`src/irt_consts.vh`:
```
`ifndef IRT_CONSTS_VH
`define IRT_CONSTS_VH

// pin control register layout and reset value
`define IRT_PCR_RESET       8'h26
`define IRT_PCR_FIRST_MODE  0
`define IRT_PCR_KSCAN_MODE  1
`define IRT_PCR_IND_MODE    2
`define IRT_PCR_STOP_WAKE   3
`define IRT_PCR_SENSE_PD    4
`define IRT_PCR_KEY_PD      5
`define IRT_PCR_WMASK       8'h3f

// timer word and high modulo register layout
`define IRT_TW_OE_BIT       9
`define IRT_MOD_SEL_BIT     9

// register selectors on the cpu register port
`define IRT_SEL_TIMER       2'h0
`define IRT_SEL_MOD_LOW     2'h1
`define IRT_SEL_MOD_HIGH    2'h2
`define IRT_SEL_PCR         2'h3

// timing: one count every 64 system-clock periods
`define IRT_PRESCALE        64
`define IRT_NORMAL_TRIM     6'h04
`define IRT_FAST_TRIM       6'h02
`define IRT_MOD_RESET       10'h001

`endif

```
`src/irt_timer_carrier.v`:
```
`timescale 1ns/1ps
`default_nettype none
`include "irt_consts.vh"

////////////////////////////////////////////////////////////////////////////////
// Summary of operation
// - loading a nonzero count starts the down counter; zero leaves it stopped
// - running counter decrements once every 64 system clocks
// - at zero the timer stops and end signal holds while stopped
// - end signal releases a timer halt wait
// - normal timing interval is (n+1)*64 minus 4 clocks
// - fast timing interval is (n+0.5)*64 minus 2 clocks
// - back to back loads trim the total only once
// - with output enabled indicator low and transmit high while running
// - carrier replaces steady high when carrier select bit is zero
// - carrier uses one 9-bit counter and two modulo registers
// - bit 9 of the low period register reads zero
// - carrier counter advances at twice the system clock
// - each phase lasts modulo value plus one doubled-clock periods
// - modulo registers support nibble access and full loads, 10 bits in the high one and 9 in the low one
// - pin control register is 8 bits, resets to 26h, top bits zero
// - bit 0 selects first sense input off or input mode
// - bit 1 key scan direction, bit 2 indicator input or timer output
// - bit 3 enables stop wake from third sense input with pull-down
// - bit 4 sense and indicator pull-downs, bit 5 key input pull-downs
// - pull-downs drop for pins in output or off mode
// - transmit low when count zero or output disabled unless a high phase is ending, else carrier or high
// - carrier starts low; an ending high phase completes before going low
module irt_timer_carrier
(
  input  wire        i_mclk,
  input  wire        i_rst,
  input  wire        i_fast_mode,
  input  wire        i_wr,
  input  wire        i_rd_halt_wait,
  input  wire [1:0]  i_sel,
  input  wire        i_nib_wr,
  input  wire [1:0]  i_nib_idx,
  input  wire [9:0]  i_wdata,
  input  wire [1:0]  i_rsel,
  input  wire [1:0]  i_rnib_idx,
  output wire [9:0]  o_rdata,
  output wire [3:0]  o_rnib,
  output wire        o_timer_end,
  output wire        o_halt_release,
  output reg         o_transmit_pin,
  output reg         o_indicator_pin_out,
  output wire        o_indicator_pin_oe_n,
  output wire        o_first_sense_enable,
  output wire        o_key_scan_oe_n,
  output wire        o_first_sense_pd,
  output wire        o_indicator_pd,
  output wire        o_third_sense_pd,
  output wire        o_third_sense_wake_en,
  output wire        o_key_input_pd
);

  localparam [5:0] PRE_LAST   = 6'h3f;
  localparam [5:0] TRIM_NORM  = `IRT_NORMAL_TRIM;
  localparam [5:0] TRIM_FAST  = `IRT_FAST_TRIM;
  localparam [5:0] HALF_PRE   = 6'h20;

  // carrier phase states, one-hot
  localparam [2:0] CS_IDLE = 3'b001;
  localparam [2:0] CS_LOW  = 3'b010;
  localparam [2:0] CS_HIGH = 3'b100;

  reg [8:0] count_q;
  reg       oe_q;
  reg [5:0] pre_q;
  reg [9:0] mod_low_q;
  reg [9:0] mod_high_q;
  reg [7:0] pcr_q;
  reg [8:0] car_cnt_q;
  reg [2:0] car_st_q;
  reg [9:0] rdata_r;
  reg       first_q;    // first prescale wrap after a load is still pending

  ////////////////////////////////////////////////////////////////////////////////
  // helper functions shared by the register port and the carrier generator

  // write strobe decode for one register selector
  function sel_hit;
    input       wr;
    input [1:0] sel;
    input [1:0] code;
    begin
      sel_hit = wr && (sel == code);
    end
  endfunction

  // next phase length in half-clock ticks; an even residue from the phase
  // that just ended carries one doubled-clock tick into the new phase
  function [8:0] phase_reload;
    input [8:0] modv;
    input       odd_left;
    begin
      phase_reload = modv - {8'h00, !odd_left};
    end
  endfunction

  // nibble merge for 4-bit partial writes
  function [9:0] nib_merge;
    input [9:0] old;
    input [1:0] idx;
    input [3:0] nib;
    begin
      nib_merge = old;
      case (idx)
        2'h0: nib_merge[3:0] = nib;
        2'h1: nib_merge[7:4] = nib;
        2'h2: nib_merge[9:8] = nib[1:0];
        default: nib_merge = old;
      endcase
    end
  endfunction

  // nibble extract for 4-bit partial reads
  function [3:0] nib_get;
    input [9:0] val;
    input [1:0] idx;
    begin
      case (idx)
        2'h0: nib_get = val[3:0];
        2'h1: nib_get = val[7:4];
        2'h2: nib_get = {2'h0, val[9:8]};
        default: nib_get = 4'h0;
      endcase
    end
  endfunction

  // register write decode; one strobe per register
  wire       wr_timer = sel_hit(i_wr, i_sel, `IRT_SEL_TIMER);
  wire       wr_low   = sel_hit(i_wr, i_sel, `IRT_SEL_MOD_LOW);
  wire       wr_high  = sel_hit(i_wr, i_sel, `IRT_SEL_MOD_HIGH);
  wire       wr_pcr   = sel_hit(i_wr, i_sel, `IRT_SEL_PCR);
  wire [9:0] tw_cur   = {oe_q, count_q};
  wire [9:0] tw_new   = i_nib_wr ? nib_merge(tw_cur, i_nib_idx, i_wdata[3:0]) : i_wdata;
  wire       running  = (count_q != 9'h000);

  ////////////////////////////////////////////////////////////////////////////////
  // down counter, prescaler and output enable
  // a load onto a stopped counter restarts the prescale phase with the trim taken, a load while running keeps it, so the
  // first period is short by the trim and later back-to-back loads are full
  // the first wrap after any load is swallowed, so a count of n runs for
  // n+1 prescale periods before the zero detector fires
  wire       pre_wrap = (pre_q == PRE_LAST);

  always @(posedge i_mclk or posedge i_rst)
  begin
    if (i_rst)
    begin
      count_q <= 9'h000;
      oe_q    <= 1'b0;
      pre_q   <= 6'h00;
      first_q <= 1'b0;
    end
    else if (wr_timer)
    begin
      oe_q    <= tw_new[`IRT_TW_OE_BIT];
      count_q <= tw_new[8:0];
      first_q <= 1'b1;
      if (running)
        pre_q <= pre_q;
      else if (i_fast_mode)
        pre_q <= HALF_PRE + TRIM_FAST;
      else
        pre_q <= TRIM_NORM;
    end
    else if (running)
    begin
      pre_q <= pre_q + 6'h01;
      if (pre_wrap)
      begin
        if (first_q)
          first_q <= 1'b0;
        else
          count_q <= count_q - 9'h001;
      end
    end
  end

  // zero detector drives end signal and halt release
  assign o_timer_end    = !running;
  assign o_halt_release = i_rd_halt_wait && !running;

  ////////////////////////////////////////////////////////////////////////////////
  // modulo registers and pin control register
  // the low period register never stores bit 9, so a stray carrier select
  // written there cannot be read back or reach the carrier
  always @(posedge i_mclk or posedge i_rst)
  begin
    if (i_rst)
    begin
      mod_low_q  <= `IRT_MOD_RESET;
      mod_high_q <= `IRT_MOD_RESET;
      pcr_q      <= `IRT_PCR_RESET;
    end
    else
    begin
      if (wr_low)
      begin
        mod_low_q <= (i_nib_wr ? nib_merge(mod_low_q, i_nib_idx, i_wdata[3:0]) : i_wdata) & 10'h1ff;
      end
      if (wr_high)
        mod_high_q <= i_nib_wr ? nib_merge(mod_high_q, i_nib_idx, i_wdata[3:0]) : i_wdata;
      if (wr_pcr)
        pcr_q <= i_wdata[7:0] & `IRT_PCR_WMASK;
    end
  end

  ////////////////////////////////////////////////////////////////////////////////
  // carrier generator: counts two ticks per system clock to model the doubled clock
  // each phase lasts (mod+1) doubled-clock periods, i.e. (mod+1)/2 system clocks
  // odd phase lengths end half way through a system clock; the leftover tick
  // is handed to the next phase so the long-run period stays exact
  // a high phase always runs to its end, even once the timer has stopped
  wire       car_on   = running && oe_q && !mod_high_q[`IRT_MOD_SEL_BIT];
  wire [8:0] car_dec  = (car_cnt_q > 9'h001) ? car_cnt_q - 9'h002 : 9'h000;
  wire       car_done = (car_cnt_q <= 9'h001);

  always @(posedge i_mclk or posedge i_rst)
  begin
    if (i_rst)
    begin
      car_st_q  <= CS_IDLE;
      car_cnt_q <= 9'h000;
    end
    else
    begin
      case (car_st_q)
        CS_IDLE:
        begin
          if (car_on)
          begin
            car_st_q  <= CS_LOW;
            car_cnt_q <= mod_low_q[8:0];
          end
        end
        CS_LOW:
        begin
          if (!car_on)
            car_st_q <= CS_IDLE;
          else if (car_done)
          begin
            car_st_q  <= CS_HIGH;
            car_cnt_q <= phase_reload(mod_high_q[8:0], car_cnt_q[0]);
          end
          else
            car_cnt_q <= car_dec;
        end
        CS_HIGH:
        begin
          if (car_done)
          begin
            car_st_q  <= car_on ? CS_LOW : CS_IDLE;
            car_cnt_q <= phase_reload(mod_low_q[8:0], car_cnt_q[0]);
          end
          else
            car_cnt_q <= car_dec;
        end
        default:
        begin
          car_st_q  <= CS_IDLE;
          car_cnt_q <= 9'h000;
        end
      endcase
    end
  end

  ////////////////////////////////////////////////////////////////////////////////
  // output pins, registered
  // the high phase test comes first so a frame that ends mid-pulse keeps the
  // pulse at full width; the indicator follows the running state and output enable only
  always @(posedge i_mclk or posedge i_rst)
  begin
    if (i_rst)
    begin
      o_transmit_pin      <= 1'b0;
      o_indicator_pin_out <= 1'b1;
    end
    else
    begin
      if (car_st_q == CS_HIGH)
        o_transmit_pin <= 1'b1;
      else if (!running || !oe_q)
        o_transmit_pin <= 1'b0;
      else if (mod_high_q[`IRT_MOD_SEL_BIT])
        o_transmit_pin <= 1'b1;
      else
        o_transmit_pin <= 1'b0;
      o_indicator_pin_out <= !(oe_q && running);
    end
  end

  ////////////////////////////////////////////////////////////////////////////////
  // pin modes and pull-down switching
  // decoded pin modes; a pin that is driven or off never keeps a pull-down
  wire first_in_mode  = pcr_q[`IRT_PCR_FIRST_MODE];
  wire kscan_out_mode = pcr_q[`IRT_PCR_KSCAN_MODE];
  wire ind_out_mode   = pcr_q[`IRT_PCR_IND_MODE];
  wire stop_wake_on   = pcr_q[`IRT_PCR_STOP_WAKE];
  wire sense_pd_on    = pcr_q[`IRT_PCR_SENSE_PD];
  wire key_pd_on      = pcr_q[`IRT_PCR_KEY_PD];

  assign o_indicator_pin_oe_n  = !ind_out_mode;
  assign o_key_scan_oe_n       = !kscan_out_mode;
  assign o_first_sense_enable  = first_in_mode;
  assign o_third_sense_wake_en = stop_wake_on;
  assign o_third_sense_pd      = stop_wake_on;
  assign o_first_sense_pd      = sense_pd_on && first_in_mode;
  assign o_indicator_pd        = sense_pd_on && !ind_out_mode;
  assign o_key_input_pd        = key_pd_on;

  ////////////////////////////////////////////////////////////////////////////////
  // register read mux
  // reads are combinational so an accumulator move sees the value at once;
  // the timer word shows the live count together with the output enable
  always @*
  begin
    case (i_rsel)
      `IRT_SEL_TIMER:    rdata_r = tw_cur;
      `IRT_SEL_MOD_LOW:  rdata_r = mod_low_q;
      `IRT_SEL_MOD_HIGH: rdata_r = mod_high_q;
      `IRT_SEL_PCR:      rdata_r = {2'h0, pcr_q};
      default:           rdata_r = 10'h000;
    endcase
  end

  assign o_rdata = rdata_r;
  assign o_rnib  = nib_get(rdata_r, i_rnib_idx);

endmodule // irt_timer_carrier

`default_nettype wire

```
`config.mk`:
```
export PLATFORM = sky130hd
export DESIGN_NAME = irt_timer_carrier
export DESIGN_NICKNAME = d
export VERILOG_FILES = /design/src/irt_timer_carrier.v
export VERILOG_INCLUDE_DIRS = /design/src /design/src/src
export SDC_FILE = /design/constraint.sdc
export NUM_CORES = 1
export LEC_CHECK = 0
export BUFFER_PORTS_ARGS = -buffer_cell sky130_fd_sc_hd__buf_2
export CAP_MARGIN = 20
export CORE_ASPECT_RATIO = 2
export CORE_MARGIN = 1
export CORE_UTILIZATION = 36
export CTS_CLUSTER_SIZE = 16
export DETAILED_ROUTE_END_ITERATION = 10
export GPL_TIMING_DRIVEN = 1
export SYNTH_ARGS = -nofsm -noshare
export SYNTH_HDL_FRONTEND = slang
export SYNTH_SLANG_ARGS = --single-unit
export TNS_END_PERCENT = 20
```
`constraint.sdc`:
```
create_clock -name i_mclk -period 2.8 [get_ports i_mclk]
set_input_delay 0.56 -clock i_mclk [delete_from_list [all_inputs] [get_ports i_mclk]]
set_output_delay 0.56 -clock i_mclk [all_outputs]
set_load 0.05 [all_outputs]
```
# --- After elaboration in Yosys (flattened, before gate mapping) ---
# Cells that the tools add are included.
totals:
  regBits: 56
  input_bits: 24
  output_inout_bits: 26
  wordCells: 122
op_classes:
  add_sub_neg: 5
  n_lt_le_gt_ge: 2
  eq_ne: 26
  n_mux: 34
  reduce_logical: 38
op_table:
  columns: ["operator", "n"]
  rows:
  - ["$mux W9", 10]
  - ["$pmux W10 S4", 1]
  - ["$pmux W9 S3", 1]
  - ["$mux W6", 4]
  - ["$reduce_and A2 Y1", 10]
  - ["$sub A9 B1 Y9", 2]
  - ["$eq A2 B2 Y1 const B", 6]
  - ["$mux W3", 4]
  - ["$pmux W4 S3", 1]
  - ["$reduce_and A4 Y1", 3]
  - ["$mux W10", 1]
  - ["$gt A9 B1 Y1 const B", 1]
  - ["$le A9 B1 Y1 const B", 1]
  - ["$logic_and A1 B1 Y1", 9]
  - ["$ne A3 B2 Y1 const B", 3]
  - ["$pmux W3 S3", 1]
  - ["$reduce_bool A9 Y1", 1]
  - ["$sub A9 B1 Y9 const B", 1]
  - ["$sub A9 B2 Y9 const B", 1]
  - ["$eq A2 B1 Y1 const B", 4]
  - ["$logic_not A2 Y1", 4]
  - ["$mux W4", 2]
  - ["$ne A2 B1 Y1 const B", 4]
  - ["$ne A2 B2 Y1 const B", 4]
  - ["12 further kinds", 26]

# --- Logic depth before layout (Yosys ltp) ---
# Gate-level depths: netlist of the first run.
depth:
  ltp_word: 6
  ltp_mapped: 9
  mapped_depth_nobuf: 8

# --- Worst setup path before layout of the first run ---
# OpenSTA, ideal clock, no wires.
synth_path:
  kind: "input to output"
  startpoint: "input i_rsel[1]"
  endpoint: "output o_rnib[3]"
  t_arrival_ns: 3.071
  required_time_ns: 2.240
  slack_ns: -0.831
  stages: 5
  n_path_buf: 1
  path_cell_list: "buf_1 > mux2i_1 > o21ai_0 > mux2i_1 > nor2_1"
synth_via:
  elab_chain_cells: 3
  elab_cells_between_ends: 6
  classes_between: "eq/ne (3); mux (2); reduce/logical (1)"
synth_rtl:
  columns: ["item", "line", "source"]
  rows:
  - ["start, declared", "irt_timer_carrier.v:40", "input wire [1:0] i_rsel,"]
  - ["$eq A2 B2 Y1 (tied with other cells)", "irt_timer_carrier.v:321", "case (i_rsel)"]
  - ["$pmux W10 S4 (*)", "irt_timer_carrier.v:321", null]
  - ["named net o_rdata[7]", "irt_timer_carrier.v:42", "output wire [9:0] o_rdata,"]
  - ["$pmux W4 S3 (*)", "irt_timer_carrier.v:123", "case (idx)"]
  - ["end, declared", "irt_timer_carrier.v:43", "output wire [3:0] o_rnib,"]
# The timed path passes the listed nets; every way through them passes the cells marked *.

# --- Final worst setup path of the first run ---
layout_path:
  startpoint: "register count_q[0]"
  endpoint: "output o_halt_release"
layout_via:
  elab_chain_cells: 3
layout_rtl:
  columns: ["item", "line", "source"]
  rows:
  - ["start, declared", "irt_timer_carrier.v:68", "reg [8:0] count_q;"]
  - ["start signal, assigned", "irt_timer_carrier.v:161", "count_q <= tw_new[8:0];"]
  - ["start signal, assigned", "irt_timer_carrier.v:178", "count_q <= count_q - 9'h001;"]
  - ["$reduce_bool A9 Y1", "irt_timer_carrier.v:139", "wire running = (count_q != 9'h000);"]
  - ["$logic_not A1 Y1", "irt_timer_carrier.v:185", "assign o_halt_release = i_rd_halt_wait && !running;"]
  - ["$logic_and A1 B1 Y1", "irt_timer_carrier.v:185", null]
  - ["end, declared", "irt_timer_carrier.v:45", "output wire o_halt_release,"]
# No other way between the ends.

==> results of run 1 <==
==> sequential cells by signal (all words and copies together) (netlist names) <==
register	cells
first_q	1
count_q	9
o_transmit_pin	1
pre_q	6
pcr_q	6
mod_high_q	10
mod_low_q	9
o_indicator_pin_out	1
oe_q	1
car_cnt_q	9
car_st_q	3
==> synth_stat cells, types with 2 or more instances <==
cell,n,area share (%)
sky130_fd_sc_hd__a21boi_0,2,0.40
sky130_fd_sc_hd__a21oi_1,30,4.0
sky130_fd_sc_hd__a221oi_1,4,0.93
sky130_fd_sc_hd__a222oi_1,3,0.80
sky130_fd_sc_hd__a22o_1,3,0.70
sky130_fd_sc_hd__a2bb2oi_1,2,0.46
sky130_fd_sc_hd__a31o_2,5,1.2
sky130_fd_sc_hd__and2_1,3,0.50
sky130_fd_sc_hd__and3_1,3,0.50
sky130_fd_sc_hd__buf_1,2,0.20
sky130_fd_sc_hd__buf_2,2,0.27
sky130_fd_sc_hd__buf_4,2,0.40
sky130_fd_sc_hd__clkbuf_1,9,0.90
sky130_fd_sc_hd__dfrtp_1,49,33
sky130_fd_sc_hd__dfstp_2,7,4.9
sky130_fd_sc_hd__ha_1,9,3.0
sky130_fd_sc_hd__inv_1,19,1.9
sky130_fd_sc_hd__mux2_2,19,5.7
sky130_fd_sc_hd__mux2i_1,12,3.2
sky130_fd_sc_hd__mux4_2,5,3.0
sky130_fd_sc_hd__nand2_1,26,2.6
sky130_fd_sc_hd__nand2b_1,11,1.8
sky130_fd_sc_hd__nand3_1,14,1.9
sky130_fd_sc_hd__nand3b_1,2,0.40
sky130_fd_sc_hd__nor2_1,31,3.1
sky130_fd_sc_hd__nor2b_1,6,1.0
sky130_fd_sc_hd__nor3_1,11,1.5
sky130_fd_sc_hd__nor3b_1,5,1.0
sky130_fd_sc_hd__nor4_1,4,0.66
sky130_fd_sc_hd__o211ai_1,6,1.2
sky130_fd_sc_hd__o21ai_0,34,4.5
sky130_fd_sc_hd__o22ai_1,8,1.3
sky130_fd_sc_hd__o2bb2ai_1,3,0.70
sky130_fd_sc_hd__o31ai_1,3,0.60
sky130_fd_sc_hd__o32ai_1,3,0.70
sky130_fd_sc_hd__or2_2,2,0.33
sky130_fd_sc_hd__or3_1,6,1.0
sky130_fd_sc_hd__or4b_1,2,0.53
sky130_fd_sc_hd__or4b_4,2,0.73
sky130_fd_sc_hd__xnor2_1,4,0.93
sky130_fd_sc_hd__xor2_1,3,0.70
==> cell families after synthesis <==
group                      after synthesis  share of synthesized area, %
buffers and inverters                   36                          4.05
AOI/OAI and AO/OA                      118                          20.9
muxes                                   37                          12.6
and+or+nand+nor                        138                          20.5
xor gates and xnor gates                 7                          1.63
DFF                                     56                          37.4
adders and majority gates                9                          2.99
==> worst register-to-register path: stages, from the launching register on <==
cell,delay (ns)
sky130_fd_sc_hd__dfrtp_1,0.42
sky130_fd_sc_hd__inv_1,0.12
sky130_fd_sc_hd__ha_1,0.20
sky130_fd_sc_hd__ha_1,0.20
sky130_fd_sc_hd__or3b_4,0.43
sky130_fd_sc_hd__or4_4,0.50
sky130_fd_sc_hd__a21oi_2,0.14
sky130_fd_sc_hd__o21ai_1,0.07
sky130_fd_sc_hd__a222oi_1,0.33
==> power groups by stage <==
stage | registers, uW | clock network [uW] | logic (uW)
6_report | 1430 | 682 | 1680
5_1_grt | 1470 | 721 | 1810
4_1_cts | 1430 | 698 | 1670
3_5_place_dp | 1440 | 0 | 1660
3_3_place_gp | 1440 | 0 | 1630
2_1_floorplan | 1350 | 0 | 1250
==> stage by stage <==
step / setup TNS [ns] / instance area, um^2 / power (uW)
after CTS: 0 / 4350 / 3790
final: 0 / 4350 / 3790
after floorplan: -0.262 / 3800 / 2600
after detailed placement: 0 / 4190 / 3100
after global routing: 0 / 4350 / 4010
after global placement: 0 / 4190 / 3070
==> routing by layer <==
layer | GRT usage (%) | part of all wire [%]
met5 | 0 | 0
met4 | 16.4 | 6.9
met3 | 2.81 | 3.4
met2 | 42.3 | 55
met1 | 23.5 | 35
==> layout by cell type, fill, tap and decap left out, types with 7 or more instances in the layout <==
cell and instances:
sky130_fd_sc_hd__a21oi_1 29, sky130_fd_sc_hd__mux2_2 19, sky130_fd_sc_hd__nand2b_1 11, sky130_fd_sc_hd__dfrtp_1 49, sky130_fd_sc_hd__nand2_1 26, sky130_fd_sc_hd__ha_1 9, sky130_fd_sc_hd__nor2_1 31, sky130_fd_sc_hd__buf_2 49
sky130_fd_sc_hd__dfstp_2 7, sky130_fd_sc_hd__inv_1 18, sky130_fd_sc_hd__mux2i_1 12, sky130_fd_sc_hd__o21ai_0 32, sky130_fd_sc_hd__buf_4 7, sky130_fd_sc_hd__nor3_1 10, sky130_fd_sc_hd__nand3_1 14, sky130_fd_sc_hd__o22ai_1 8
==> layout make-up <==
| class | count | area (um^2) | share of cell area (%) |
|---|---|---|---|
| sequential | 56 | 1410 | 32.5 |
| tap | 135 | 169 | 3.89 |
| inverter | 20 | 75.1 | 1.73 |
| timing repair buffer | 56 | 298 | 6.85 |
| clock inverter | 2 | 17.5 | 0.403 |
| clock buffer | 6 | 139 | 3.20 |
| multi-input combinational | 309 | 2240 | 51.5 |
==> path summary, 6_finish.rpt <==
path | startpoint | slack (ns) | end | cells after the start
setup / recovery | count_q[0] | 0.09 | o_halt_release | 6
hold / removal | i_rst | 0.45 | car_st_q[1] | 3
setup reg to reg | car_cnt_q[0] | 0.28 | car_cnt_q[8] | 8
hold reg to reg | first_q | 0.51 | first_q | 2
max in group asynchronous | i_rst | 1.83 | car_cnt_q[1] | 3
min in group i_mclk | i_wdata[4] | 0.50 | pcr_q[4] | 2
==> Flow_metrics.wiki, run 1 <==
{| class="wikitable"
! Metric !! Value
|-
| Number of vias per cell after detailed routing || 5.84
|-
| Cell family with the largest share of critical-path delay || simple AND/OR/NAND/NOR gates
|-
| Final setup viols || 0
|-
| CTS max path bufs || 2
|-
| Sw Ratio || 45.4%
|-
| Startpoint type of the worst setup path || register
|-
| TritonCTS Buffers || 5
|-
| Slowest stage delay, CP || 0.53 ns
|-
| Initial standard-cell utilization of the core || 37.1%
|-
| Post-Synthesis Cell Area || 3770 um^2
|-
| Fraction of synthesis flops using an asynchronous set or reset pin || 100%
|-
| Root buf cell || sky130_fd_sc_hd__clkbuf_16
|-
| Count of flip-flops with a built-in enable after synthesis || 0
|-
| Number of iterations in the first detailed-routing pass || 5
|-
| Status || completed
|-
| Number of distinct library cells after synthesis || 66
|-
| Sequential share of the synthesized area || 37.4%
|-
| Post-detail-place hpwl || 9.31 mm
|-
| Clock network fraction of total power || 18.0%
|-
| Mapped Cells || 401
|-
| Quantity of hold-fixing buffers added after cts || 0
|-
| Site row count || 52
|-
| Post-CTS setup-driven buffer insertion count || 0
|-
| Per-cell routed wire length || 20.3 um
|-
| Floorplan die area || 10900 um^2
|-
| Number of hold violations in the final report || 0
|-
| Max stage delay cell, worst path || sky130_fd_sc_hd__or4b_4
|-
| Transition time at the pin with the least slew margin || 0.758 ns
|-
| Internal power || 2070 uW
|-
| I/O pin cnt || 50
|-
| Wire length reported by the detailed router || 11.9 mm
|-
| Largest fanout of any net on the critical path || 4
|-
| Power density over cell area || 872 nW/um^2
|-
| Clock-pin slew reported for the worst setup and hold paths after clock tree synthesis || 0.08 ns
|-
| Maximum number of pins on one net before global-route repair || 57
|-
| Post-layout net count || 481
|-
| Via count of the first global-routing pass || 3444
|-
| Hold crit path type || input pin to async pin
|-
| RSZ-0062 raised after global routing || false
|-
| Number of storage elements in the synthesis netlist || 56
|-
| Static leakage power || 0.00183 uW
|-
| Tmin final || 2.71 ns
|-
| Total buffers and inverters traversed by the critical path || 2
|-
| Die span in x || 74.3 um
|-
| Max Fclk || 369 MHz
|-
| Total inserted antenna cells || 0
|-
| Number of clock sinks || 56
|-
| Fraction of layout cells with a size suffix above 1 || 26.7%
|-
| Total DRC errors in the routed layout || 0
|-
| Fill cell total of the finished layout || 1029
|-
| MaxCap Viol Count || 0
|-
| Ratio of final minimum period to clock period || 96.9%
|-
| Syn nets || 434
|-
| TritonCTS clock tree || done
|-
| Share of power burned in combinational logic || 44.2%
|-
| Switching power of the nets || 1720 uW
|-
| Initial antenna violation count || 0
|-
| Clock latency on the worst-skew pair || 0.30 ns
|-
| Via Count || 3412
|-
| Number of H-tree levels || 2
|-
| First-pass GRT wire length || 18.7 mm
|-
| Number of DRC violations after detailed-routing iteration 0 || 293
|-
| Total count of max-transition violations in the final report || 0
|-
| Final design utilization || 42.8%
|-
| Worst clock skew on the final layout || 0.00456 ns
|-
| Residual overflow from global routing || 0
|-
| Worst Slack Setup Final || 0.0864 ns
|-
| Layout overhead on the synthesized area || 15.3%
|-
| WP data required || 2.24 ns
|-
| Vertical extent of the die || 147 um
|-
| Primary flip-flop cell chosen by synthesis mapping || sky130_fd_sc_hd__dfrtp_1
|-
| Critical path type || register to primary output
|-
| Total global routing track utilization || 23.4%
|-
| Weighted congestion reported at the end of routability-driven placement || 0.983
|-
| Endpoint kind of the worst setup timing path || primary output
|-
| Normalized max-slew margin || 49.5%
|-
| Placeable core area || 10100 um^2
|-
| Worst supply voltage drop on vdd || 0.000541 V
|-
| Post-Layout Cell Count || 584
|-
| Critical path cell sequence || inv_1 > ha_1 > or4b_4 > nor3_4 > and2_1 > buf_2
|-
| Buffers on Ports || 49
|-
| ANT nets after route || 0
|-
| Part of the total power dissipated in sequential elements || 37.8%
|-
| Final worst hold slack || 0.446 ns
|-
| Arrival time worst endpoint || 2.15 ns
|-
| Yosys Warn Count || 0
|-
| Pre-CTS setup slack || 0.339 ns
|-
| Placed cells || 576
|-
| Number of cells upsized or downsized after cts || 0
|-
| Average cell area after synthesis || 9.40 um^2
|}
(Power assumes the default switching activity.)
==> inputs of run 2 (changes only) <==
==> constraint.sdc (replaced) <==
create_clock -name i_mclk -period 2.8 [get_ports i_mclk]
set_input_delay 0.28 -clock i_mclk [delete_from_list [all_inputs] [get_ports i_mclk]]
set_output_delay 0.28 -clock i_mclk [all_outputs]
set_load 0.05 [all_outputs]
==> Flow_metrics.wiki, run 2 (synthesis gave the netlist of run 1 again) <==
{| class="wikitable"
! Metric !! Value
|-
| Number of H-tree levels || 2
|-
| Normalized max-slew margin || 54.7%
|-
| Initial antenna violation count || 0
|-
| Post-detail-place hpwl || 9.08 mm
|-
| Per-cell routed wire length || 19.6 um
|-
| Startpoint type of the worst setup path || register
|-
| Site row count || 52
|-
| Total DRC errors in the routed layout || 0
|-
| WP data required || 2.52 ns
|-
| Weighted congestion reported at the end of routability-driven placement || 0.947
|-
| Endpoint kind of the worst setup timing path || primary output
|-
| Setup TNS || 0 ns
|-
| Fraction of layout cells with a size suffix above 1 || 26.0%
|-
| Post-layout net count || 482
|-
| Wire length reported by the detailed router || 11.5 mm
|-
| Power density over cell area || 860 nW/um^2
|-
| Critical path type || register to primary output
|-
| Number of flip-flops in the largest register || 10
|-
| Max Fclk || 406 MHz
|-
| Number of cells upsized or downsized after cts || 0
|-
| Hold crit path type || input pin to async pin
|-
| Worst supply voltage drop on vdd || 0.000459 V
|-
| Post-CTS setup-driven buffer insertion count || 0
|-
| Arrival time worst endpoint || 2.18 ns
|-
| Total inserted antenna cells || 0
|-
| Layout overhead on the synthesized area || 14.5%
|-
| Quantity of hold-fixing buffers added after cts || 0
|-
| Residual overflow from global routing || 0
|-
| Area of all placed cells without fillers || 4320 um^2
|-
| Tmin final || 2.46 ns
|-
| Buffers on Ports || 49
|-
| Ratio of final minimum period to clock period || 88.0%
|-
| Initial standard-cell utilization of the core || 37.1%
|-
| Number of clock sinks || 56
|-
| TritonCTS Buffers || 5
|-
| Post-Layout Cell Count || 585
|-
| TritonCTS clock tree || done
|-
| Status || completed
|-
| First-pass GRT wire length || 17.9 mm
|-
| Static leakage power || 0.00181 uW
|-
| CTS max path bufs || 2
|-
| Final setup viols || 0
|-
| Largest fanout of any net on the critical path || 4
|-
| Number of DRC violations after detailed-routing iteration 0 || 179
|-
| Clock latency on the worst-skew pair || 0.31 ns
|-
| Worst clock skew on the final layout || 0.00830 ns
|-
| RSZ-0062 raised after global routing || false
|-
| MaxCap Viol Count || 0
|-
| Maximum number of pins on one net before global-route repair || 28
|-
| Transition time at the pin with the least slew margin || 0.673 ns
|-
| Vertical extent of the die || 147 um
|-
| ANT nets after route || 0
|-
| Total count of max-transition violations in the final report || 0
|-
| Number of hold violations in the final report || 0
|-
| Number of vias per cell after detailed routing || 5.88
|-
| Die span in x || 74.3 um
|-
| Placed cells || 577
|-
| Placeable core area || 10100 um^2
|-
| Number of iterations in the first detailed-routing pass || 5
|-
| Biggest register || mod_high_q
|-
| Cell area reported after detailed placement || 4170 um^2
|-
| I/O pin cnt || 50
|-
| Fill cell total of the finished layout || 1070
|-
| Clock-pin slew reported for the worst setup and hold paths after clock tree synthesis || 0.07 ns
|-
| Root buf cell || sky130_fd_sc_hd__clkbuf_16
|-
| Via Count || 3437
|-
| Commonest cells after routing, fill and taps aside || 49 x sky130_fd_sc_hd__dfrtp_1, 49 x sky130_fd_sc_hd__buf_2, 34 x sky130_fd_sc_hd__o21ai_0
|-
| Floorplan die area || 10900 um^2
|-
| Via count of the first global-routing pass || 3402
|-
| Total global routing track utilization || 22.3%
|}
-- run 2: layer usage --
| metal | wire length (um) | up-vias | track usage, % |
|---|---|---|---|
| met3 | 360 | 38 | 2.26 |
| li1 | - | 1590 | - |
| met5 | 0 | - | 0 |
| met1 | 3950 | 1691 | 22.1 |
| met2 | 6430 | 118 | 41.7 |
| met4 | 709 | 0 | 14.5 |
-- run 2: worst max-delay path, cell delays in order, from the launching register on --
cell and delay, ns:
sky130_fd_sc_hd__dfrtp_1 0.41, sky130_fd_sc_hd__inv_1 0.13, sky130_fd_sc_hd__ha_1 0.15, sky130_fd_sc_hd__or4b_4 0.50, sky130_fd_sc_hd__nor3_2 0.27, sky130_fd_sc_hd__and2_1 0.17
sky130_fd_sc_hd__buf_2 0.25
-- run 2: report_power, final --
part / switching (uW) / total, uW / internal (uW) / leakage (uW)
registers: 350 / 1420 / 1070 / 0.000661
logic: 1010 / 1640 / 632 / 0.00108
clock network: 324 / 658 / 335 / 0.0000702
-- run 2: path summary, 6_finish.rpt --
check / start / to / slack (ns) / cells after the start
min in group i_mclk: i_wdata[5] / pcr_q[5] / 0.24 / 2
setup reg to reg: car_cnt_q[0] / car_cnt_q[8] / 0.34 / 8
hold / removal: i_rst / o_transmit_pin / 0.04 / 2
max in group asynchronous: i_rst / pcr_q[5] / 1.99 / 3
setup / recovery: count_q[0] / o_halt_release / 0.34 / 6
hold reg to reg: pre_q[4] / pre_q[4] / 0.53 / 1
-- run 2: cell type report --
| cell class | count | area [um^2] | area share [%] |
|---|---|---|---|
| sequential | 56 | 1410 | 32.7 |
| clock inverter | 3 | 21.3 | 0.493 |
| clock buffer | 5 | 125 | 2.90 |
| multi-input combinational | 309 | 2210 | 51.2 |
| timing repair buffer | 57 | 305 | 7.07 |
| inverter | 20 | 75.1 | 1.74 |
| tap | 135 | 169 | 3.91 |
-- run 2: through the flow --
stage                     total power [uW]  worst slack [ns]  hold slack [ns]  util (%)
after global routing                  3920             0.165           0.0859      42.5
after global placement                3030             0.429            0.380      41.1
after CTS                             3710             0.329           0.0566      42.5
final                                 3710             0.335           0.0363      42.5
after floorplan                       2590            -0.271            0.431         -
after detailed placement              3050             0.369            0.384      41.1
